File: config.mk
export PLATFORM = sky130hd
export DESIGN_NAME = rss_step_assign
export DESIGN_NICKNAME = d
export VERILOG_FILES = /design/src/rss_pkg.sv /design/src/rss_step_assign.sv
export VERILOG_INCLUDE_DIRS = /design/src
export SDC_FILE = /design/constraint.sdc
export NUM_CORES = 1
export LEC_CHECK = 0
export BUFFER_PORTS_ARGS = -buffer_cell sky130_fd_sc_hd__buf_2
export CAP_MARGIN = 20
export CORE_UTILIZATION = 54
export CTS_CLUSTER_DIAMETER = 80
export CTS_CLUSTER_SIZE = 10
export DETAILED_ROUTE_END_ITERATION = 8
export GPL_TIMING_DRIVEN = 0
export PLACE_DENSITY = 0.86
export SLEW_MARGIN = 20
export SYNTH_ARGS = -nofsm -noshare
export SYNTH_HDL_FRONTEND = slang
export SYNTH_SLANG_ARGS = --single-unit
File: constraint.sdc
create_clock -name sys_clk -period 4.2 [get_ports sys_clk]
set_input_delay 0.42 -clock sys_clk [delete_from_list [all_inputs] [get_ports sys_clk]]
set_output_delay 0.42 -clock sys_clk [all_outputs]
set_load 0.05 [all_outputs]
File: src/rss_cfg.svh
`ifndef RSS_CFG_SVH
`define RSS_CFG_SVH

// ----------------------------------------------------------------
// register offsets and reset values
// ----------------------------------------------------------------
`define RSS_ADDR_BUCK34 8'h23
`define RSS_ADDR_BACKUP 8'h24
`define RSS_ADDR_SWLIN 8'h25
`define RSS_RST_BUCK34 8'h75
`define RSS_RST_BACKUP 8'h12
`define RSS_RST_SWLIN 8'h63
`define RSS_BACKUP_MASK 8'h33

// ----------------------------------------------------------------
// field positions
// ----------------------------------------------------------------
`define RSS_HI_NIB 7:4
`define RSS_LO_NIB 3:0
`define RSS_BACKUP_B 5:4
`define RSS_BACKUP_A 1:0

// ----------------------------------------------------------------
// step codes
// ----------------------------------------------------------------
`define RSS_WIDE_FIRST 4'h3
`define RSS_WIDE_LAST 4'hA
`define RSS_STEP_FIRST 4'h1
`define RSS_STEP_SEALED 4'h3
`define RSS_STEP_LAST 4'hA

// ----------------------------------------------------------------
// timing
// ----------------------------------------------------------------
`define RSS_CLK_HZ 64'd25000000
`define RSS_DLY_SHORT_US 64'd2000
`define RSS_DLY_LONG_US 64'd5000
`define RSS_DN_FACTOR 32'd10
`define RSS_DLY_SHORT_CYC \
  (`RSS_DLY_SHORT_US * `RSS_CLK_HZ / 64'd1000000)
`define RSS_DLY_LONG_CYC \
  (`RSS_DLY_LONG_US * `RSS_CLK_HZ / 64'd1000000)

`endif

File: src/rss_pkg.sv
`default_nettype none

package rss_pkg;

  // gray in listed order from idle to down wait; up fire -> on and down fire -> idle flip two bits
  typedef enum logic [2:0] {
    RSS_IDLE    = 3'h0,
    RSS_UP_FIRE = 3'h1,
    RSS_UP_WAIT = 3'h3,
    RSS_ON      = 3'h2,
    RSS_DN_FIRE = 3'h6,
    RSS_DN_WAIT = 3'h7
  } rss_state_e;

  typedef struct packed {
    logic buck3;
    logic buck4;
    logic backup_a;
    logic backup_b;
    logic switch1;
    logic linear;
  } rss_rail_en_s;

  typedef struct packed {
    logic       wr;
    logic [7:0] addr;
    logic [7:0] wdata;
  } rss_reg_req_s;

endpackage : rss_pkg

`default_nettype wire

File: src/rss_step_assign.sv
// Behaviour
// - a 4-bit step code 3h..Ah enables its rail at step 3..10.
// - 4-bit codes 0h..2h and Bh..Fh keep the rail away from the sequencer.
// - register 0x23 holds buck 4 (7-4, reset 7h) and buck 3 (3-0, reset 5h).
// - register 0x24 holds backup b (5-4) and a (1-0); other bits read 0.
// - a backup code 1h enables at step 1, 2h at step 2, 0h/3h not at all.
// - steps 1 and 2 run only while the seal flag is 0, else are skipped.
// - once the seal is broken the backup rails are never switched off.
// - register 0x25 holds switch 1 (7-4, reset 6h) and linear (3-0, 3h).
// - each power-up gap waits 2 ms or 5 ms as its select bit says.
// - the delay factor bit multiplies power-down gaps by ten only.
`timescale 1ns/1ps
`default_nettype none
`include "rss_cfg.svh"

module rss_step_assign
  import rss_pkg::*;
#(
  parameter int unsigned DLY_SHORT_CYC = 32'(`RSS_DLY_SHORT_CYC),
  parameter int unsigned DLY_LONG_CYC = 32'(`RSS_DLY_LONG_CYC)
) (
  input wire logic sys_clk,
  input wire logic rst_b,
  input wire rss_reg_req_s reg_req,
  input wire logic reg_unlocked,
  output logic [7:0] reg_rdata,
  input wire logic freshness_seal_flag,
  input wire logic [8:0] gap_long_sel,
  input wire logic power_down_delay_factor,
  input wire logic pwr_up_req,
  input wire logic pwr_dn_req,
  output rss_rail_en_s rail_en,
  output logic [3:0] cur_step,
  output logic seq_busy
);

  // ----------------------------------------------------------------
  // step decode
  // ----------------------------------------------------------------
  function automatic logic [3:0] wide_step(input logic [3:0] code);
    if (code >= `RSS_WIDE_FIRST && code <= `RSS_WIDE_LAST) begin
      wide_step = code;
    end else begin
      wide_step = 4'h0;
    end
  endfunction : wide_step

  function automatic logic [3:0] narrow_step(input logic [1:0] code);
    if (code == 2'h1 || code == 2'h2) begin
      narrow_step = {2'h0, code};
    end else begin
      narrow_step = 4'h0;
    end
  endfunction : narrow_step

  // ----------------------------------------------------------------
  // step registers
  // ----------------------------------------------------------------
  logic [7:0] buck34_q, buck34_d;
  logic [7:0] backup_q, backup_d;
  logic [7:0] swlin_q, swlin_d;
  logic [7:0] rdata_q, rdata_d;

  always_comb begin
    buck34_d = buck34_q;
    backup_d = backup_q;
    swlin_d = swlin_q;
    // locked writes are dropped silently
    if (reg_req.wr && reg_unlocked) begin
      case (reg_req.addr)
        `RSS_ADDR_BUCK34: buck34_d = reg_req.wdata;
        `RSS_ADDR_BACKUP: begin
          backup_d = reg_req.wdata & `RSS_BACKUP_MASK;
        end
        `RSS_ADDR_SWLIN: swlin_d = reg_req.wdata;
        default: ;
      endcase
    end
    case (reg_req.addr)
      `RSS_ADDR_BUCK34: rdata_d = buck34_q;
      `RSS_ADDR_BACKUP: rdata_d = backup_q;
      `RSS_ADDR_SWLIN: rdata_d = swlin_q;
      default: rdata_d = 8'h00;
    endcase
  end

  always_ff @(posedge sys_clk or negedge rst_b) begin
    if (!rst_b) begin
      buck34_q <= `RSS_RST_BUCK34;
      backup_q <= `RSS_RST_BACKUP;
      swlin_q <= `RSS_RST_SWLIN;
      rdata_q <= 8'h00;
    end else begin
      buck34_q <= buck34_d;
      backup_q <= backup_d;
      swlin_q <= swlin_d;
      rdata_q <= rdata_d;
    end
  end

  // read data lags the address by one cycle, so a read needs no strobe
  assign reg_rdata = rdata_q;

  // ----------------------------------------------------------------
  // sequencer
  // ----------------------------------------------------------------
  rss_state_e state_q, state_d;
  logic [3:0] step_q, step_d;
  logic [31:0] wait_q, wait_d;
  rss_rail_en_s en_q, en_d;
  rss_rail_en_s hit;
  logic [3:0] first_step;
  logic gap_bit;
  logic [31:0] gap_cyc;

  always_comb begin
    hit.buck3 = wide_step(buck34_q[`RSS_LO_NIB]) == step_q;
    hit.buck4 = wide_step(buck34_q[`RSS_HI_NIB]) == step_q;
    hit.backup_a = narrow_step(backup_q[`RSS_BACKUP_A]) == step_q;
    hit.backup_b = narrow_step(backup_q[`RSS_BACKUP_B]) == step_q;
    hit.switch1 = wide_step(swlin_q[`RSS_HI_NIB]) == step_q;
    hit.linear = wide_step(swlin_q[`RSS_LO_NIB]) == step_q;
    // a broken seal drops steps 1 and 2 from both directions
    first_step = freshness_seal_flag ? `RSS_STEP_SEALED
                                     : `RSS_STEP_FIRST;
    // gap bit i sits between step i+1 and step i+2
    // index runs past bit 8 only where no wait is loaded: at a final fire, in the on state, in the down wait at step 10, or in idle after reset
    if (state_q == RSS_DN_FIRE) begin
      gap_bit = gap_long_sel[4'(step_q - 4'h2)];
    end else begin
      gap_bit = gap_long_sel[4'(step_q - 4'h1)];
    end
    gap_cyc = gap_bit ? DLY_LONG_CYC : DLY_SHORT_CYC;
    if (state_q == RSS_DN_FIRE && power_down_delay_factor) begin
      gap_cyc = 32'(gap_cyc * `RSS_DN_FACTOR);
    end
  end

  always_comb begin
    state_d = state_q;
    step_d = step_q;
    wait_d = wait_q;
    en_d = en_q;
    case (state_q)
      RSS_IDLE: begin
        if (pwr_up_req) begin
          step_d = first_step;
          state_d = RSS_UP_FIRE;
        end
      end
      RSS_UP_FIRE: begin
        en_d = en_q | hit;
        if (step_q == `RSS_STEP_LAST) begin
          state_d = RSS_ON;
        end else begin
          wait_d = gap_cyc - 32'd1;
          state_d = RSS_UP_WAIT;
        end
      end
      RSS_UP_WAIT: begin
        if (wait_q == 32'd0) begin
          step_d = step_q + 4'h1;
          state_d = RSS_UP_FIRE;
        end else begin
          wait_d = wait_q - 32'd1;
        end
      end
      RSS_ON: begin
        if (pwr_dn_req) begin
          step_d = `RSS_STEP_LAST;
          state_d = RSS_DN_FIRE;
        end
      end
      RSS_DN_FIRE: begin
        en_d = en_q & ~hit;
        if (freshness_seal_flag) begin
          en_d.backup_a = en_q.backup_a;
          en_d.backup_b = en_q.backup_b;
        end
        if (step_q <= first_step) begin
          state_d = RSS_IDLE;
        end else begin
          wait_d = gap_cyc - 32'd1;
          state_d = RSS_DN_WAIT;
        end
      end
      RSS_DN_WAIT: begin
        if (wait_q == 32'd0) begin
          step_d = step_q - 4'h1;
          state_d = RSS_DN_FIRE;
        end else begin
          wait_d = wait_q - 32'd1;
        end
      end
      default: state_d = RSS_IDLE;
    endcase
  end

  always_ff @(posedge sys_clk or negedge rst_b) begin
    if (!rst_b) begin
      state_q <= RSS_IDLE;
      step_q <= 4'h0;
      wait_q <= 32'h0;
      en_q <= '0;
    end else begin
      state_q <= state_d;
      step_q <= step_d;
      wait_q <= wait_d;
      en_q <= en_d;
    end
  end

  assign rail_en = en_q;
  assign cur_step = step_q;
  assign seq_busy = state_q != RSS_IDLE && state_q != RSS_ON;

endmodule : rss_step_assign

`default_nettype wire

; Yosys cells after proc, flatten, opt, wreduce, memory -nomap -nowiden
; Index checks and enable logic that the tools add are counted.
[totals]
reg_bits = 73
input_bits = 33
output_inout_bits = 19
wordCells = 117
[op_classes]
n_addsub = 5
n_mul = 1
order_cmp = 11
eq_ne = 28
muxes = 33
bitwise_logic = 3
n_reduce_logical = 23
[op_table]
columns = op, count
row1 = two-way mux 32 bit, 3
row2 = case mux 32 bit (3 select lines), 1
row3 = "subtractor 32 x 1 -> 32 bit, second input constant", 2
row4 = zero test 32 bit, 1
row5 = two-way mux 4 bit, 8
row6 = equality test 4 bit, 6
row7 = "equality test 8 x 6 -> 1 bit, second input constant", 3
row8 = case mux 8 bit (3 select lines), 1
row9 = two-way mux 21 bit, 1
row10 = "multiplier 17 x 3 -> 20 bit, second input constant", 1
row11 = case mux 3 bit (6 select lines), 1
row12 = two-way mux 17 bit, 1
row13 = ">= comparator 4 x 2 -> 1 bit, second input constant", 4
row14 = "<= comparator 4 bit, second input constant", 4
row15 = "!= test 2 bit, second input constant", 8
row16 = case mux 4 bit (4 select lines), 1
row17 = two-way mux 3 bit, 5
row18 = case mux 6 bit (2 select lines), 1
row19 = "less-than comparator 4 x 5 -> 1 bit, second input constant", 2
row20 = binary-select mux 1 bit (select 4 bit), 2
row21 = two-way mux 2 bit, 4
row22 = AND reduction 2 bit, 4
row23 = AND reduction 4 bit, 2
row24 = logical AND 1 bit, 7
row25 = other kinds (22), 31

; Depth between registers and ports, before layout
[logic_depth]
depth_word = 10
depth_mapped = 19
ltp_nobuf = 16

; Least setup slack after synthesis
; No wires, ideal clock.
[synth_path]
path_type = register -> register
start = register step_q[1] (netlist: cur_step[1])
end = register wait_q[16]
setup_ns = 0.064
arrival_ns = 4.400
required_time_ns = 4.136
slack_ns = -0.265
path_stages_with_launch = 18
n_path_buf = 2
period_less_slack_ns = 4.465
cell_sequence = dfrtp_1 > buf_2 > inv_1 > ha_1 > mux4_2 > nand2b_1 > nand2_1 > a211oi_1 > nor2_1 > ha_1 > a21oi_1 > o21a_1 > o21ai_0 > nand2b_1 > clkbuf_1 > or3_1 > a31oi_1 > o21a_1
[synth_between]
elab_chain_cells = 10
elab_cells_between_ends = 19
cone_classes = add/sub: 3 / mul: 1 / order compare: 1 / eq/ne: 3 / mux: 10 / reduce/logical: 1
[synth_rtl]
columns = item, line
row1 = from (decl), rss_step_assign.sv:108  ; logic [3:0] step_q, step_d;
row2 = from (signal assigned), rss_step_assign.sv:207  ; step_q <= step_d;
row3 = subtractor 4 x 1 -> 4 bit / subtractor 4 x 2 -> 4 bit (equally long branches), "rss_step_assign.sv:131, rss_step_assign.sv:129"
row4 = binary-select mux 1 bit (select 4 bit) (on tied branches), "rss_step_assign.sv:131, rss_step_assign.sv:129"
row5 = two-way mux 1 bit (on tied branches), "rss_step_assign.sv:131, rss_step_assign.sv:129"
row6 = two-way mux 1 bit, rss_step_assign.sv:128  ; if (state_q == RSS_DN_FIRE) begin
row7 = two-way mux 17 bit, rss_step_assign.sv:133  ; gap_cyc = gap_bit ? DLY_LONG_CYC : DLY_SHORT_CYC;
row8 = multiplier 17 x 3 -> 20 bit (no line), n/a
row9 = two-way mux 21 bit, rss_step_assign.sv:134  ; if (state_q == RSS_DN_FIRE && power_down_delay_factor) begin
row10 = subtractor 32 x 1 -> 32 bit, "rss_step_assign.sv:156, rss_step_assign.sv:183"
row11 = two-way mux 32 bit (on tied branches), "rss_step_assign.sv:180, rss_step_assign.sv:153"
row12 = case mux 32 bit (3 select lines), rss_step_assign.sv:144  ; case (state_q)
row13 = to (signal assigned), rss_step_assign.sv:208  ; wait_q <= wait_d;
row14 = to (decl), rss_step_assign.sv:109  ; logic [31:0] wait_q, wait_d;
; Several ways; a longest one is shown, not always the timed one. The select of a mux whose other input is x is not followed.
; A chain may end at the register's enable or synchronous reset.

; Worst setup path in the final report
[layout_path]
start = register step_q[1] (netlist: cur_step[1])
end = register wait_q[13]
; The elaborated chain is that of the path after synthesis.

==> impl_metrics.py <==
metrics = {
    "grt": {
        "grt_first_pass_wirelength_um": 24500,
        "grt-busiest-layer": "met2",
        "grt_pass1_vias": 5007,
        "grt_use_met1": 0.408,
        "grt-ovfl-total": 0,
        "met3_usage": 0.0630,
        "grtUsageMet2": 0.514,
        "grt_max_degree": 42,
        "antenna_found_initial": 0,
        "track_usage": 0.319,
    },
    "clocking": {
        "clock_sinks": 73,
        "clkTransAtPathRegs_ns": 0.09,
        "cts_max_path_buffers": 2,
        "clock_latency_ns": 0.36,
        "cts-root-buf": "clkbuf_8",
        "cts_buffers": 9,
        "cts_hold_buf": 0,
        "cts_tree": "built",
        "htreeDepth": 3,
    },
    "yosys": {
        "synth_edf_count": 0,
        "synth-async-reset-ratio": 1.00,
        "synth-seq-area-share": 0.368,
        "synth_top_area_cell": "dfrtp_1",
        "synth-seq-cells": 73,
        "yosysWarnings": 0,
        "synth_top_area_share": 0.310,
        "yosysUniqueCellTypes": 71,
        "syn_inst": 576,
        "yosys-top-cells-area": "dfrtp_1, dfstp_2, nand2_1, o21ai_0, mux2_2",
        "avgSynthCellArea_um2": 8.69,
        "ys.flop_type": "dfrtp_1",
        "synthesis.nets": 623,
        "syn_area_um2": 5000,
    },
    "layout": {
        "diodes": 0,
        "fin_nets": 720,
        "nFillCells": 631,
        "seq_area_um2": 1840,
        "area_growth_pct": 22.9,
        "multi_input_area_um2": 3180,
        "layout-drive-gt1-share": 0.288,
        "fin_area_um2": 6150,
    },
    "floorplanning": {
        "rows": 34,
        "ioPinCount": 52,
        "start_util": 0.566,
        "dieArea_um2": 9660,
        "fp.coreArea_um2": 8850,
        "fp.dieH_um": 98.3,
        "die_w_um": 98.3,
    },
    "routing": {
        "post-route-drc-count": 4,
        "wl_per_cell_um": 20.1,
        "num_vias": 5264,
        "antenna_left": 0,
        "routed_wl_um": 15800,
        "dr.first_iter.drc_count": 607,
        "vias_per_cell": 6.70,
        "dr.pass1.iters": 9,
    },
    "place": {
        "gp_congestion": 0.942,
        "place_area_um2": 5450,
        "dpl.hpwl_um": 10300,
        "io_buffers": 50,
        "place_ws_ns": -0.686,
    },
    "worst_setup_path": {
        "path_class": "flip-flop to flip-flop",
        "crit_fanout": 8,
        "setup.worst_path.start_class": "flip-flop",
        "cp.required_ns": 4.43,
        "end_kind": "flip-flop",
        "cp.arrival_ns": 4.36,
    },
    "sta": {
        "period_share": 0.984,
        "timing.fmax_mhz": 242,
        "slew_viol_final": 0,
        "fin_ws_ns": 0.0685,
        "hold_viol": 2,
        "setup_tns_ns": 0,
        "fin_hold_ws_ns": -0.00766,
        "min_period_ns": 4.13,
        "setup_violations": 0,
        "slew_headroom": 0.275,
        "skew_ns": 0.0154,
        "tightest_slew_ns": 1.08,
    },
    "worst_hold_path": {
        "hp-class": "input port to async pin",
    },
    "power_and_ir_drop": {
        "power-per-cell-area_nw_per_um2": 850,
        "p_leak_nw": 2.60,
        "total_power_w": 0.00523,
        "peakVddDrop_v": 0.000481,
    },
    "flow_run": {
        "cap_violations": 0,
    },
    "status": {
        "run_status": "complete, but fails checks",
        "violations": "DRC, hold timing",
    },
}
[area by class of cell]
| type | count | share of cell area |
|---|---|---|
| Clock buffer | 11 | 0.0230 |
| Sequential cell | 73 | 0.300 |
| Timing Repair Buffer | 88 | 0.0913 |
| Multi-Input combinational cell | 452 | 0.517 |
| Clock inverter | 5 | 0.0102 |
| Tap cell | 108 | 0.0220 |
| Buffer | 32 | 0.0248 |
| Inverter | 17 | 0.0116 |
[registers in the layout, summed over array words and instances (netlist names), named ones only]
name,flops
swlin_q,8
state_q,3
backup_q,4
cur_step,4
wait_q,32
buck34_q,8
reg_rdata,8
[cell usage after synthesis, types with 3 or more instances]
cell and instances:
o311ai_0 4, inv_1 17, buf_2 7, o31ai_1 4, and3_1 3, nand2b_1 6
clkbuf_1 21, nand4_1 3, o21ai_0 52, a211oi_1 9, nor4_1 4, nor4_4 3
o21a_1 5, o22ai_1 4, a21o_1 3, nand3b_1 3, a31oi_1 15, a21oi_1 39
dfrtp_1 62, nor2b_1 3, xor2_1 17, nand3_1 16, buf_1 5, nor3_1 25
nor2_1 36, a22o_1 6, and2_1 4, mux2i_1 10, mux2_2 19, nand2_1 71
o32ai_1 6, a22oi_1 4, dfstp_2 11, ha_1 14, nor3b_1 8, or2_2 3
xnor2_1 11
[cell families after synthesis]
family	synth area share
flops	0.368
mux	0.0740
xor+xnor	0.0490
fa+ha+maj	0.0350
compound gates	0.227
simple gates	0.207
buf+inv	0.0408
[worst paths after layout]
kind | start | to | slack (ns) | cells past startpoint
min | rst_b | buck34_q[7]$_DFFE_PN0P_ | -0.008 | 1
min reg2reg | flip-flop | flip-flop | 0.50 | 2
min in group sys_clk | reg_req[2] | swlin_q[2]$_DFFE_PN0P_ | 0.28 | 3
max in group asynchronous | rst_b | swlin_q[1]$_DFFE_PN1P_ | 3.57 | 2
max reg2reg | cur_step[1]$_DFFE_PN0P_ | wait_q[13]$_DFFE_PN0P_ | 0.07 | 16
max | cur_step[1]$_DFFE_PN0P_ | wait_q[13]$_DFFE_PN0P_ | 0.07 | 16
[routing by layer]
metal / vias up / share of wire
met5: - / 0
met4: 0 / 0.039
met3: 84 / 0.096
met1: 2524 / 0.40
met2: 344 / 0.47
li1: 2312 / -
[where the power goes]
| group | internal [W] | leakage [nW] | switching (W) |
|---|---|---|---|
| Combinational | 0.00142 | 1.60 | 0.00217 |
| Clock | 0.000294 | 0.0962 | 0.000300 |
| Sequential | 0.000870 | 0.902 | 0.000168 |
| Total | 0.00259 | 2.60 | 0.00264 |
[critical path, stage by stage (launching register included)]
cell and delay, ns:
dfrtp_2 0.41, buf_6 0.14, clkinvlp_4 0.13, ha_4 0.31, mux4_2 0.50, nand2b_1 0.12
nand2_2 0.08, a211oi_4 0.41, nor2_4 0.07, ha_2 0.28, nand3b_1 0.18, o31ai_1 0.26
nand2_1 0.35, nor2_2 0.33, a21oi_1 0.12, o21ai_0 0.18, o211ai_1 0.12
[metrics by stage]
stage,cells,util
floorplan,576,-
global placement,734,0.613
detailed placement,735,0.616
CTS,759,0.655
global route,786,0.695
finish,786,0.695
[placed cells by master, fill, tap and decap left out, types with 14 or more instances in the layout]
| cell type | count |
|---|---|
| a21oi_1 | 38 |
| a31oi_1 | 14 |
| buf_2 | 54 |
| buf_4 | 36 |
| clkbuf_1 | 19 |
| dfrtp_1 | 59 |
| inv_1 | 14 |
| mux2_2 | 19 |
| nand2_1 | 69 |
| nand3_1 | 14 |
| nor2_1 | 32 |
| nor3_1 | 22 |
| o21ai_0 | 50 |
| xor2_1 | 16 |
[what timing repair did]
item	4_1_cts	5_1_grt
resized for setup	18	33
setup buffers	9	28
setup endpoints to repair	24	24
pin swaps	4	14
No activity file was read; power rests on OpenSTA's default activity.
